--- config.mk ---
export PLATFORM = sky130hd
export DESIGN_NAME = dcsr_regs
export DESIGN_NICKNAME = d
export VERILOG_FILES = /design/src/dcsr_pkg.sv /design/src/dcsr_regs.sv
export SDC_FILE = /design/constraint.sdc
export NUM_CORES = 1
export LEC_CHECK = 0
export ABC_AREA = 1
export ABC_CLOCK_PERIOD_IN_PS = 6900
export BUFFER_PORTS_ARGS = -buffer_cell sky130_fd_sc_hd__buf_4
export CORE_MARGIN = 8
export CORE_UTILIZATION = 65
export CTS_BUF_LIST = sky130_fd_sc_hd__clkbuf_8
export CTS_CLUSTER_SIZE = 30
export DETAILED_ROUTE_END_ITERATION = 6
export PLACE_DENSITY_LB_ADDON = 0.08
export SLEW_MARGIN = 20
export SYNTH_ARGS = -nofsm -noshare
export SYNTH_HDL_FRONTEND = slang
export SYNTH_SLANG_ARGS = --single-unit
--- constraint.sdc ---
create_clock -name pclk -period 6.9 [get_ports pclk]
set_input_delay 1.38 -clock pclk [delete_from_list [all_inputs] [get_ports pclk]]
set_output_delay 1.38 -clock pclk [all_outputs]
set_load 0.02 [all_outputs]
--- src/dcsr_pkg.sv ---
// Operation
// - control msb of clear field set keeps multiplier input low half on high load.
// - control middle clear bit set keeps accumulator one low half on high load.
// - control lsb of clear field set keeps accumulator zero low half on high load.
// - high-half moves write bits 31..16 (sign-extended through 35..32 on accumulators) and zero the low half when enabled.
// - upper clamp-inhibit bit set stops saturation of accumulator one.
// - lower clamp-inhibit bit set stops saturation of accumulator zero.
// - scaling field: 00 raw, 01 divide by four, 10 times four; 11 reserved.
// - status bits 15..13 report minus, equal and logical overflow flags.
// - status bit 12 reports mathematical overflow of the last result.
// - status bit 9 set means accumulator one overflowed.
// - status bit 4 set means accumulator zero overflowed.
// - status bits 8..5 mirror accumulator one bits 35..32.
// - status bits 3..0 mirror accumulator zero bits 35..32.
// - control register is seven bits, read back zero-extended.
package dcsr_pkg;

   // byte addresses on the register bus
   localparam logic [7:0] OFS_CTRL = 8'h00;
   localparam logic [7:0] OFS_PSW = 8'h04;
   localparam logic [7:0] OFS_IRQ_STAT = 8'h08;
   localparam logic [7:0] OFS_IRQ_MASK = 8'h0C;
   localparam logic [7:0] OFS_Y_HI = 8'h10;
   localparam logic [7:0] OFS_Y_LO = 8'h14;
   localparam logic [7:0] OFS_X = 8'h18;
   localparam logic [7:0] OFS_CMD = 8'h1C;
   localparam logic [7:0] OFS_PROD = 8'h20;
   localparam logic [7:0] OFS_ACC0_HI = 8'h24;
   localparam logic [7:0] OFS_ACC0_LO = 8'h28;
   localparam logic [7:0] OFS_ACC1_HI = 8'h2C;
   localparam logic [7:0] OFS_ACC1_LO = 8'h30;

   // command register bits
   localparam int CMD_MUL_BIT = 0;
   localparam int CMD_ACC_BIT = 1;
   localparam int CMD_DST_BIT = 2;

   // interrupt status / mask bits
   localparam int IRQ_W = 3;
   localparam int IRQ_ACC0_OVF = 0;
   localparam int IRQ_ACC1_OVF = 1;
   localparam int IRQ_MATH_OVF = 2;

   localparam logic [6:0] CTRL_RESET = 7'h00;
   localparam logic [IRQ_W-1:0] IRQ_MASK_RESET = 3'h0;
   localparam logic [35:0] ACC_POS_LIMIT = 36'h0_7FFF_FFFF;
   localparam logic [35:0] ACC_NEG_LIMIT = 36'hF_8000_0000;

   typedef enum logic [1:0] {
      DCSR_ALIGN_RAW = 2'b00,
      DCSR_ALIGN_DIV4 = 2'b01,
      DCSR_ALIGN_MUL4 = 2'b10,
      DCSR_ALIGN_RSVD = 2'b11
   } dcsr_align_t;

   typedef struct packed {
      logic [2:0] low_half_zero_inhibit; // [2] y, [1] acc one, [0] acc zero
      logic [1:0] overflow_clamp_inhibit; // [1] acc one, [0] acc zero
      dcsr_align_t align;
   } dcsr_ctrl_t;

   typedef struct packed {
      logic minus_flag;
      logic equal_flag;
      logic logical_overflow_flag;
      logic math_overflow_flag;
      logic [1:0] undefined;
      logic acc1_ovf;
      logic [3:0] acc1_guard;
      logic acc0_ovf;
      logic [3:0] acc0_guard;
   } dcsr_psw_t;

   typedef struct packed {
      logic [35:0] value;
      logic minus;
      logic equal;
      logic lov;
      logic mov;
   } dcsr_acc_res_t;

endpackage

--- src/dcsr_regs.sv ---
`timescale 1ns/100ps
module dcsr_regs
(
   // clock, reset, enable
   input wire logic pclk,
   input wire logic presetn,
   input wire logic pclk_en,
   // apb slave
   input wire logic psel,
   input wire logic penable,
   input wire logic pwrite,
   input wire logic [7:0] paddr,
   input wire logic [31:0] pwdata,
   output logic [31:0] prdata,
   output logic pready,
   output logic pslverr,
   // interrupt
   output logic irq
);
   import dcsr_pkg::*;

   dcsr_ctrl_t ctrl;
   logic [31:0] y;
   logic [15:0] x;
   logic [31:0] prod;
   logic [35:0] acc [2];
   logic [3:0] flags;
   logic [1:0] acc_ovf;
   logic [IRQ_W-1:0] irq_stat;
   logic [IRQ_W-1:0] irq_mask;

   logic setup;
   logic wr;
   logic rd;
   logic mul_go;
   logic acc_go;
   logic acc_dst;
   logic signed [31:0] mult_raw;
   logic [31:0] prod_scaled;
   dcsr_acc_res_t acc_res;
   dcsr_psw_t psw_rd;
   dcsr_psw_t psw_wr;
   logic [IRQ_W-1:0] events;
   logic [31:0] next_rdata;
   logic next_err;

   function automatic logic [7:0] hi_ofs(input int i);
      hi_ofs = (i == 1) ? OFS_ACC1_HI : OFS_ACC0_HI;
   endfunction

   function automatic logic [7:0] lo_ofs(input int i);
      lo_ofs = (i == 1) ? OFS_ACC1_LO : OFS_ACC0_LO;
   endfunction

   // reserved code 11 falls back to the raw product
   function automatic logic [31:0] scale_product(input logic signed [31:0] p,
                                                 input dcsr_align_t a);
      case (a)
         DCSR_ALIGN_DIV4: scale_product = p >>> 2;
         DCSR_ALIGN_MUL4: scale_product = p <<< 2;
         default: scale_product = p;
      endcase
   endfunction

   // overflow flags describe the raw sum; minus and equal follow the stored, possibly clamped value
   function automatic dcsr_acc_res_t acc_step(input logic [35:0] a,
                                              input logic [31:0] p,
                                              input logic clamp_off);
      dcsr_acc_res_t r;
      logic [35:0] sum;
      logic true_neg;
      sum = a + {{4{p[31]}}, p};
      r.mov = (a[35] == p[31]) && (sum[35] != a[35]);
      r.lov = r.mov || !((sum[35:31] == 5'h00) || (sum[35:31] == 5'h1F));
      true_neg = r.mov ? ~sum[35] : sum[35];
      if (r.lov && !clamp_off)
      begin
         r.value = true_neg ? ACC_NEG_LIMIT : ACC_POS_LIMIT;
      end
      else
      begin
         r.value = sum;
      end
      r.minus = r.value[35];
      r.equal = (r.value == 36'h0_0000_0000);
      acc_step = r;
   endfunction

   // one wait state: pready rises in the second access cycle
   assign setup = psel && penable && !pready;
   assign wr = psel && penable && pready && pwrite;
   assign rd = psel && penable && pready && !pwrite;
   assign mul_go = wr && (paddr == OFS_CMD) && pwdata[CMD_MUL_BIT];
   assign acc_go = wr && (paddr == OFS_CMD) && pwdata[CMD_ACC_BIT];
   assign acc_dst = pwdata[CMD_DST_BIT];
   assign mult_raw = $signed(x) * $signed(y[31:16]);
   assign prod_scaled = scale_product(mult_raw, ctrl.align);
   assign acc_res = acc_step(acc[acc_dst], prod,
                             ctrl.overflow_clamp_inhibit[acc_dst]);
   assign psw_wr = dcsr_psw_t'(pwdata[15:0]);

   always_comb
   begin
      psw_rd.minus_flag = flags[3];
      psw_rd.equal_flag = flags[2];
      psw_rd.logical_overflow_flag = flags[1];
      psw_rd.math_overflow_flag = flags[0];
      psw_rd.undefined = 2'b00;
      psw_rd.acc1_ovf = acc_ovf[1];
      psw_rd.acc1_guard = acc[1][35:32];
      psw_rd.acc0_ovf = acc_ovf[0];
      psw_rd.acc0_guard = acc[0][35:32];
   end

   always_comb
   begin
      events = '0;
      if (acc_go)
      begin
         events[IRQ_ACC0_OVF] = acc_res.lov && !acc_dst;
         events[IRQ_ACC1_OVF] = acc_res.lov && acc_dst;
         events[IRQ_MATH_OVF] = acc_res.mov;
      end
   end

   always_comb
   begin
      next_rdata = 32'h0000_0000;
      next_err = 1'b0;
      if (paddr == OFS_CTRL)
         next_rdata = {25'h000_0000, ctrl};
      else if (paddr == OFS_PSW)
         next_rdata = {16'h0000, psw_rd};
      else if (paddr == OFS_IRQ_STAT)
         next_rdata = {29'h0000_0000, irq_stat};
      else if (paddr == OFS_IRQ_MASK)
         next_rdata = {29'h0000_0000, irq_mask};
      else if (paddr == OFS_Y_HI)
         next_rdata = {16'h0000, y[31:16]};
      else if (paddr == OFS_Y_LO)
         next_rdata = {16'h0000, y[15:0]};
      else if (paddr == OFS_X)
         next_rdata = {16'h0000, x};
      else if (paddr == OFS_CMD)
         next_rdata = 32'h0000_0000;
      else if (paddr == OFS_PROD)
         next_rdata = prod;
      else if (paddr == OFS_ACC0_HI)
         next_rdata = {16'h0000, acc[0][31:16]};
      else if (paddr == OFS_ACC0_LO)
         next_rdata = {16'h0000, acc[0][15:0]};
      else if (paddr == OFS_ACC1_HI)
         next_rdata = {16'h0000, acc[1][31:16]};
      else if (paddr == OFS_ACC1_LO)
         next_rdata = {16'h0000, acc[1][15:0]};
      else
         next_err = 1'b1;
   end

   // bus handshake and read data capture
   always_ff @(posedge pclk or negedge presetn)
   begin
      if (!presetn)
      begin
         pready <= 1'b0;
         pslverr <= 1'b0;
         prdata <= 32'h0000_0000;
      end
      else if (pclk_en)
      begin
         pready <= setup;
         pslverr <= setup && next_err;
         if (setup && !pwrite)
         begin
            prdata <= next_rdata;
         end
      end
   end

   always_ff @(posedge pclk or negedge presetn)
   begin
      if (!presetn)
      begin
         ctrl <= dcsr_ctrl_t'(CTRL_RESET);
         irq_mask <= IRQ_MASK_RESET;
      end
      else if (pclk_en && wr)
      begin
         if (paddr == OFS_CTRL)
            ctrl <= dcsr_ctrl_t'(pwdata[6:0]);
         else if (paddr == OFS_IRQ_MASK)
            irq_mask <= pwdata[IRQ_W-1:0];
      end
   end

   // multiplier inputs and product
   always_ff @(posedge pclk or negedge presetn)
   begin
      if (!presetn)
      begin
         y <= 32'h0000_0000;
         x <= 16'h0000;
         prod <= 32'h0000_0000;
      end
      else if (pclk_en)
      begin
         if (wr && (paddr == OFS_Y_HI))
         begin
            y[31:16] <= pwdata[15:0];
            if (!ctrl.low_half_zero_inhibit[2])
            begin
               y[15:0] <= 16'h0000;
            end
         end
         else if (wr && (paddr == OFS_Y_LO))
         begin
            y[15:0] <= pwdata[15:0];
         end
         if (wr && (paddr == OFS_X))
         begin
            x <= pwdata[15:0];
         end
         if (mul_go)
         begin
            prod <= prod_scaled;
         end
      end
   end

   // accumulators; an accumulate in the same command uses the old product
   always_ff @(posedge pclk or negedge presetn)
   begin
      if (!presetn)
      begin
         acc[0] <= 36'h0_0000_0000;
         acc[1] <= 36'h0_0000_0000;
      end
      else if (pclk_en)
      begin
         for (int i = 0; i < 2; i++)
         begin
            if (wr && (paddr == hi_ofs(i)))
            begin
               acc[i][35:16] <= {{4{pwdata[15]}}, pwdata[15:0]};
               if (!ctrl.low_half_zero_inhibit[i])
               begin
                  acc[i][15:0] <= 16'h0000;
               end
            end
            else if (wr && (paddr == lo_ofs(i)))
            begin
               acc[i][15:0] <= pwdata[15:0];
            end
            else if (wr && (paddr == OFS_PSW))
            begin
               acc[i][35:32] <= (i == 1) ? psw_wr.acc1_guard
                                         : psw_wr.acc0_guard;
            end
            else if (acc_go && (acc_dst == 1'(i)))
            begin
               acc[i] <= acc_res.value;
            end
         end
      end
   end

   // condition flags; bits 11..10 of a status write are dropped
   always_ff @(posedge pclk or negedge presetn)
   begin
      if (!presetn)
      begin
         flags <= 4'h0;
         acc_ovf <= 2'b00;
      end
      else if (pclk_en)
      begin
         if (wr && (paddr == OFS_PSW))
         begin
            flags <= pwdata[15:12];
            acc_ovf <= {psw_wr.acc1_ovf, psw_wr.acc0_ovf};
         end
         else if (acc_go)
         begin
            flags <= {acc_res.minus, acc_res.equal, acc_res.lov,
                      acc_res.mov};
            acc_ovf[acc_dst] <= acc_res.lov;
         end
      end
   end

   // read clears only what was captured, so a later event survives
   always_ff @(posedge pclk or negedge presetn)
   begin
      if (!presetn)
      begin
         irq_stat <= '0;
         irq <= 1'b0;
      end
      else if (pclk_en)
      begin
         if (rd && (paddr == OFS_IRQ_STAT))
            irq_stat <= (irq_stat & ~prdata[IRQ_W-1:0]) | events;
         else
            irq_stat <= irq_stat | events;
         irq <= |(irq_stat & irq_mask);
      end
   end
endmodule // dcsr_regs

==> results of run 1 <==
[logic make-up (layout without fill, tap and decap cells)]
kind of cell,Yosys count,count (layout),synth area share
flip-flops,206,206,0.219
AO/OA/AOI/OAI,602,602,0.148
XOR/XNOR,60,60,0.0223
buffers and inverters,767,823,0.124
AND/OR/NAND/NOR,1170,1170,0.200
other,0,2,0
multiplexers,1,1,0.000425
adder cells (fa/ha/maj),382,382,0.287
[worst max-delay path: stages, from the launching register on]
cell      delay [ns]
dfrtp_1         0.72
nand2_1         0.19
inv_1           0.07
fa_1            0.50
inv_1           0.05
fa_1            0.54
inv_1           0.05
fa_1            0.50
fa_1            0.44
fa_1            0.50
inv_1           0.05
fa_1            0.50
inv_1           0.05
ha_1            0.39
a21oi_1         0.22
inv_1           0.09
a21oi_1         0.16
o21ai_0         0.12
a21oi_1         0.21
o21ai_0         0.23
a21o_1          0.23
or2_2           0.27
nand2_1         0.11
o221ai_1        0.11
o211ai_1        0.17
nand2_1         0.08
[cells in the final DEF (no fill, tap or decap), types with 9 or more instances in the layout]
cell type,synthesis,routed
nand2_1,856,856
inv_1,609,618
fa_1,263,262
o21ai_0,247,247
dfrtp_1,206,200
a21oi_1,181,181
nor2_1,157,154
buf_4,1,142
ha_1,119,119
nand3_1,99,99
clkbuf_8,0,46
o31ai_1,37,37
xnor2_1,30,30
xor2_1,30,30
a221oi_1,22,22
a22oi_1,20,20
o211ai_1,16,16
nand2_2,14,14
o22ai_1,13,13
nor3_1,11,11
a31oi_1,11,11
o221ai_1,9,9
[repair_timing]
action / CTS / global route
gates resized for setup: 0 / 8
setup buffers: 0 / 1
endpoints found under the setup margin: 0 / 7
[flip-flops by register name (all words and copies together) (netlist names)]
register  count
flags         4
irq_mask      3
prdata       32
pslverr       1
ctrl          7
acc_ovf       2
pready        1
x            16
irq           1
acc          72
prod         32
irq_stat      3
y            32
[Yosys cell counts (all sizes together) (5+ instances only)]
| master | instances |
|---|---|
| buf | 18 |
| o21ai | 253 |
| o22ai | 13 |
| o21bai | 6 |
| a221oi | 23 |
| a22oi | 20 |
| xnor2 | 30 |
| o32ai | 6 |
| a31oi | 11 |
| nor4 | 5 |
| o31ai | 37 |
| ha | 119 |
| a21o | 6 |
| clkbuf | 130 |
| a22o | 6 |
| fa | 263 |
| nor3 | 12 |
| inv | 615 |
| a21oi | 182 |
| nand3 | 105 |
| nand2 | 872 |
| o211ai | 16 |
| dfrtp | 206 |
| o221ai | 9 |
| xor2 | 30 |
| or2 | 7 |
| nor2 | 158 |
[final cells by class]
cell class              count  area [um2]
diodes                      2        5.00
clock buffers              45         619
clock inverters            16        77.6
fillers                  2895       10300
inverters                 619        2320
multi-input cells        2215       15500
flip-flops and latches    206        5160
well taps                 461         577
repair buffers            143        1080
[how the worst min path moves through the flow]
stage                                 from                endpoint  cells past startpoint  slack (ns)
CTS                       y[5]$_DFFE_PN0P_        y[5]$_DFFE_PN0P_                      2        0.48
floorplan                y[12]$_DFFE_PN0P_       y[12]$_DFFE_PN0P_                      2        0.45
finish              prdata[11]$_DFFE_PN0P_  prdata[11]$_DFFE_PN0P_                      2        0.48
detailed placement       y[11]$_DFFE_PN0P_       y[11]$_DFFE_PN0P_                      2        0.47
global route             y[11]$_DFFE_PN0P_       y[11]$_DFFE_PN0P_                      2        0.51
global placement    prdata[14]$_DFFE_PN0P_  prdata[14]$_DFFE_PN0P_                      1        0.46
[power breakdown]
group | internal [mW] | switching (mW)
Clock | 0.588 | 0.568
Sequential | 1.22 | 0.00708
Combinational | 0.0786 | 0.214
Total | 1.88 | 0.789
[metrics by stage]
step	hold slack (ns)	total power [mW]	instance area [um2]
after floorplan	0.452	1.40	23500
after global placement	0.463	1.52	24600
after detailed placement	0.469	1.53	24600
after CTS	0.484	2.65	25300
after global routing	0.507	2.75	25300
final	0.485	2.67	25400
[layer usage]
metal / up-vias / track usage / wire length [um]
met5: - / 0 / 0
met4: 0 / 0.198 / 4950
met3: 291 / 0.106 / 10200
met2: 1419 / 0.535 / 32500
met1: 10700 / 0.516 / 30700
li1: 9987 / - / -
==> run_results.csv, run 1 <==
group,metric,value,unit
outcome,status,"complete, but fails checks",
outcome,violations,"DRC",
yosys,ys_ff_latch,206,
finish,layout-drive-gt1-share,0.0768,
setup_path,crit_end,"prod[22]$_DFFE_PN0P_",
power_and_ir_drop,p_per_area,105,nW/um2
grt,grt_overflow,0,
yosys,syn-num-nets,3616,
floorplan,ios,81,
sta,finalHoldViolCount,0,
yosys,synth_edf_count,0,
yosys,syn-cell-area,23500,um2
clock_tree,cts_hold_buf,0,
setup_path,cp-end-kind,"flop",
grt,grt_antenna_before_repair,0,
grt,grt_pass1_wl,122000,um
yosys,seq_area_frac_synth,0.219,
yosys,ys_warn_count,0,
floorplan,fp-row-count,69,
sta,fin_skew,0.0439,ns
finish,final_util,0.711,
placed_design,io_buffers,64,
yosys,synth_cells,3188,
setup_path,cp_data_required_time,7.34,ns
sta,fmax,149,MHz
route,wl_per_cell,21.2,um
sta,rsz0062_at_grt,"no",
sta,finalSetupTns,0,ns
clock_tree,cts_tree,"yes",
run,drv_cap,0,
route,antenna_left,0,
clock_tree,h-tree-depth,2,
placed_design,place_hpwl,61600,um
route,first_pass_iters,7,
route,drcViolationCount,14,
finish,area_growth,7.68,%
placed_design,place_ws,0.297,ns
setup_path,reg2reg_depth,25,
sta,fin_crit_sh,0.975,
setup_path,r2r_start,"y[27]$_DFFE_PN0P_",
yosys,async_flop_share,1.00,
yosys,synth_top_cell_by_area,"fa_1",
placed_design,routabilityCongestion,1.04,
power_and_ir_drop,vdd_drop_max,113,uV
setup_path,cp-start-kind,"flop",
floorplan,core,35700,um2
hold_path,min_path_type,"flop to flop",
clock_tree,clockRootBuffer,"clkbuf_8",
clock_tree,ctsLongestPathBuffers,3,
finish,nets,3649,
floorplan,die_w,206,um
setup_path,r2r_end,"prod[22]$_DFFE_PN0P_",
floorplan,die_y,206,um
yosys,yosysUniqueCellTypes,56,
clock_tree,path_clk_slew,0.06,ns
grt,track_usage,0.375,
setup_path,worstSetupPathType,"flop to flop",
route,drt_iter0_drc,3056,
placed_design,placed_cells,3643,
sta,setup_ws,0.176,ns
floorplan,initial_core_util,0.660,
route,num_vias,22400,
setup_path,reg2reg_slack,0.18,ns
sta,finalSetupViolations,0,
grt,grt_max_degree,74,
sta,finalCriticalPeriod,6.72,ns
route,drt-vias-per-instance,6.03,
yosys,synth_top_area_frac,0.224,
route,drt_wl_total,78400,um
sta,slew_headroom,0.220,
floorplan,die-area,42600,um2
grt,grt_pass1_vias,21900,
yosys,netlist_top_cells_area,"fa_1 22%, dfrtp_1 22%, nand2_1 14%, inv_1 9.7%, ha_1 6.3%",
sta,tightestPinTransition,1.17,ns
finish,layout.cells.non_filler,3707,
sta,drv_slew,0,
clock_tree,cts_buffers,36,
setup_path,worstPathArrival,7.16,ns
clock_tree,clock-sinks,206,
power_and_ir_drop,p_leak,14.4,nW
setup_path,cp-startpoint,"y[27]$_DFFE_PN0P_",
clock_tree,insertion_delay,0.58,ns
setup_path,cp_max_fo,16,
yosys,synth.avg_cell_area,7.39,um2
yosys,synth_flop_cell,"dfrtp_1",
Power figures use the tool's default switching activity.
==> run 2: changes to the inputs <==
MAX_ROUTING_LAYER = met4   (was not set)
PLACE_DENSITY = 0.82   (was not set)
PLACE_DENSITY_LB_ADDON = not set   (was 0.08)
==> run 2 against run 1 <==
  * Critical endpoint is now prod[31]$_DFFE_PN0P_
  * Die area did not move
  * Final cell count up 0.19%
  * Global-route usage rose by 2.3 points
  * The flow still finishes with violations (DRC)
  * Critical path type unchanged
  * Register-to-register slack gained 0.13 ns
  * Non-clock buffer count up 9
  * Highest routed layer unchanged
  * Wire length is 2.0% higher
  * Critical path depth fell by 2
  * Setup slack better by 0.13 ns
  * Sequential power about the same
  * Clock-buffer cell count stayed put
  * Maximum frequency grew 2.0%
==> run_results.csv, run 2 (synthesis gave the netlist of run 1 again) <==
group,metric,value,unit
power_and_ir_drop,vdd_drop_max,114,uV
power_and_ir_drop,seq_power_share,0.465,
finish,nets,3657,
setup_path,cp_max_fo,17,
power_and_ir_drop,p_sw_frac,0.285,
clock_tree,insertion_delay,0.55,ns
floorplan,fp-row-count,69,
route,num_vias,22500,
sta,tightestPinTransition,1.14,ns
setup_path,worstPathArrival,6.99,ns
grt,grt_pass1_wl,126000,um
finish,largest-register,"acc",
placed_design,routabilityCongestion,1.08,
clock_tree,cts_tree,"yes",
clock_tree,cts_buffers,35,
finish,largest_register_ffs,72,
outcome,status,"complete, but fails checks",
grt,grt_max_degree,124,
route,wl_met2,33900,um
sta,finalSetupViolations,0,
clock_tree,path_clk_slew,0.06,ns
power_and_ir_drop,p_total,2.63,mW
route,drt_wl_total,80000,um
sta,finalCriticalPeriod,6.59,ns
setup_path,cp-end-kind,"flop",
outcome,violations,"DRC",
finish,multi_input_area,15500,um2
finish,layout_commonest_cell,"nand2_1",
floorplan,core,35700,um2
power_and_ir_drop,combPwrFrac,0.113,
route,first_pass_iters,7,
clock_tree,h-tree-depth,2,
setup_path,worstSetupPathType,"flop to flop",
grt,track_usage,0.399,
power_and_ir_drop,netSwitchingPower,750,uW
sta,fin_crit_sh,0.955,
route,drt_iter0_drc,2753,
floorplan,die_y,206,um
route,antenna_left,0,
sta,setup_ws,0.309,ns
finish,ff_latch_area,5170,um2
placed_design,io_buffers,64,
setup_path,cp_data_required_time,7.29,ns
finish,area_growth,8.00,%
power_and_ir_drop,p_int,1.88,mW
finish,fillCellCount,2859,
floorplan,initial_core_util,0.660,
sta,fin_skew,0.0214,ns
sta,finalHoldViolCount,0,
placed_design,place_hpwl,63300,um
finish,layout-drive-gt1-share,0.0806,
grt,grt_overflow,0,
sta,rsz0062_at_grt,"yes",
power_and_ir_drop,clkPwrFrac,0.422,
sta,drv_slew,0,
route,wl_met3,10700,um
route,drt-vias-per-instance,6.07,
power_and_ir_drop,p_leak,14.5,nW
floorplan,die-area,42600,um2
route,top_layer_used,"met4",
floorplan,ios,81,
grt,grt_pass1_vias,22700,
grt,grt_antenna_before_repair,2,
run,drv_cap,0,
clock_tree,ctsLongestPathBuffers,3,
sta,slew_headroom,0.229,
route,wl_per_cell,21.5,um
finish,layout_common_cells,"855 x nand2_1, 617 x inv_1, 262 x fa_1",
power_and_ir_drop,p_per_area,104,nW/um2
setup_path,cp-start-kind,"flop",
clock_tree,post_cts_buffers,0,
floorplan,die_w,206,um
clock_tree,clock-sinks,206,
sta,fmax,152,MHz
hold_path,min_path_type,"flop to flop",
placed_design,place_ws,0.331,ns
route,wl_met1,31000,um
clock_tree,clockRootBuffer,"clkbuf_8",
route,drcViolationCount,1,
[run 2: worst paths after layout]
check | start | cells after the start | to | slack, ns
hold reg to reg | prdata[7]$_DFFE_PN0P_ | 2 | prdata[7]$_DFFE_PN0P_ | 0.48
hold / removal | prdata[7]$_DFFE_PN0P_ | 2 | prdata[7]$_DFFE_PN0P_ | 0.48
min in group asynchronous | presetn | 1 | x[2]$_DFFE_PN0P_ | 0.93
max in group asynchronous | presetn | 2 | x[7]$_DFFE_PN0P_ | 4.56
setup / recovery | y[17]$_DFFE_PN0P_ | 23 | prod[31]$_DFFE_PN0P_ | 0.31
setup reg to reg | y[17]$_DFFE_PN0P_ | 23 | prod[31]$_DFFE_PN0P_ | 0.31
[run 2: power by group through the flow]
stage                     Sequential (mW)  Clock [mW]  Combinational [mW]
final                                1.22        1.11               0.297
after detailed placement             1.25           0               0.286
after global placement               1.25           0               0.283
after CTS                            1.22        1.10               0.287
after global routing                 1.22        1.17               0.321
after floorplan                      1.25           0               0.148
[run 2: layer usage]
layer / up-vias / GRT usage
met3: 300 / 0.116
met4: 0 / 0.189
met1: 10800 / 0.520
met2: 1451 / 0.568
li1: 10000 / -
met5: - / -
[run 2: repair_timing]
item                                    in CTS  in global routing
hold buffers                                 0                  0
endpoints found under the hold margin        0                  0
endpoints found under the setup margin       0                  9
resized for setup                            0                 12
[run 2: layout make-up]
cell class | instances | share of cell area
sequential | 206 | 0.203
multi-input combinational | 2215 | 0.610
clock inverter | 14 | 0.00256
clock buffer | 45 | 0.0244
antenna | 2 | 0.000197
tap | 461 | 0.0227
timing repair buffer | 152 | 0.0457
inverter | 619 | 0.0914
[run 2: metrics by stage]
step	utilization	instance area [um2]	TNS [ns]	std cells	hold slack, ns
CTS	0.712	25400	0	3712	0.485
global route	0.713	25400	-0.00637	3714	0.498
finish	0.713	25400	0	3714	0.482
global placement	0.693	24700	0	3653	0.462
floorplan	-	23500	0	3188	0.452
detailed placement	0.693	24700	0	3653	0.470
[run 2: critical path, stage by stage (launching register included)]
cell      delay [ns]
dfrtp_1         0.42
buf_4           0.28
nand2_1         0.14
fa_1            0.54
fa_1            0.51
fa_1            0.53
inv_1           0.06
fa_1            0.49
fa_1            0.49
inv_1           0.05
fa_1            0.57
inv_1           0.07
ha_1            0.39
nand2_1         0.13
nor4_2          0.44
nand3_1         0.14
nand3_1         0.17
nand3_1         0.09
nand2_1         0.11
a31oi_1         0.10
xor2_1          0.29
o211ai_1        0.14
o211ai_1        0.13
o21ai_0         0.14
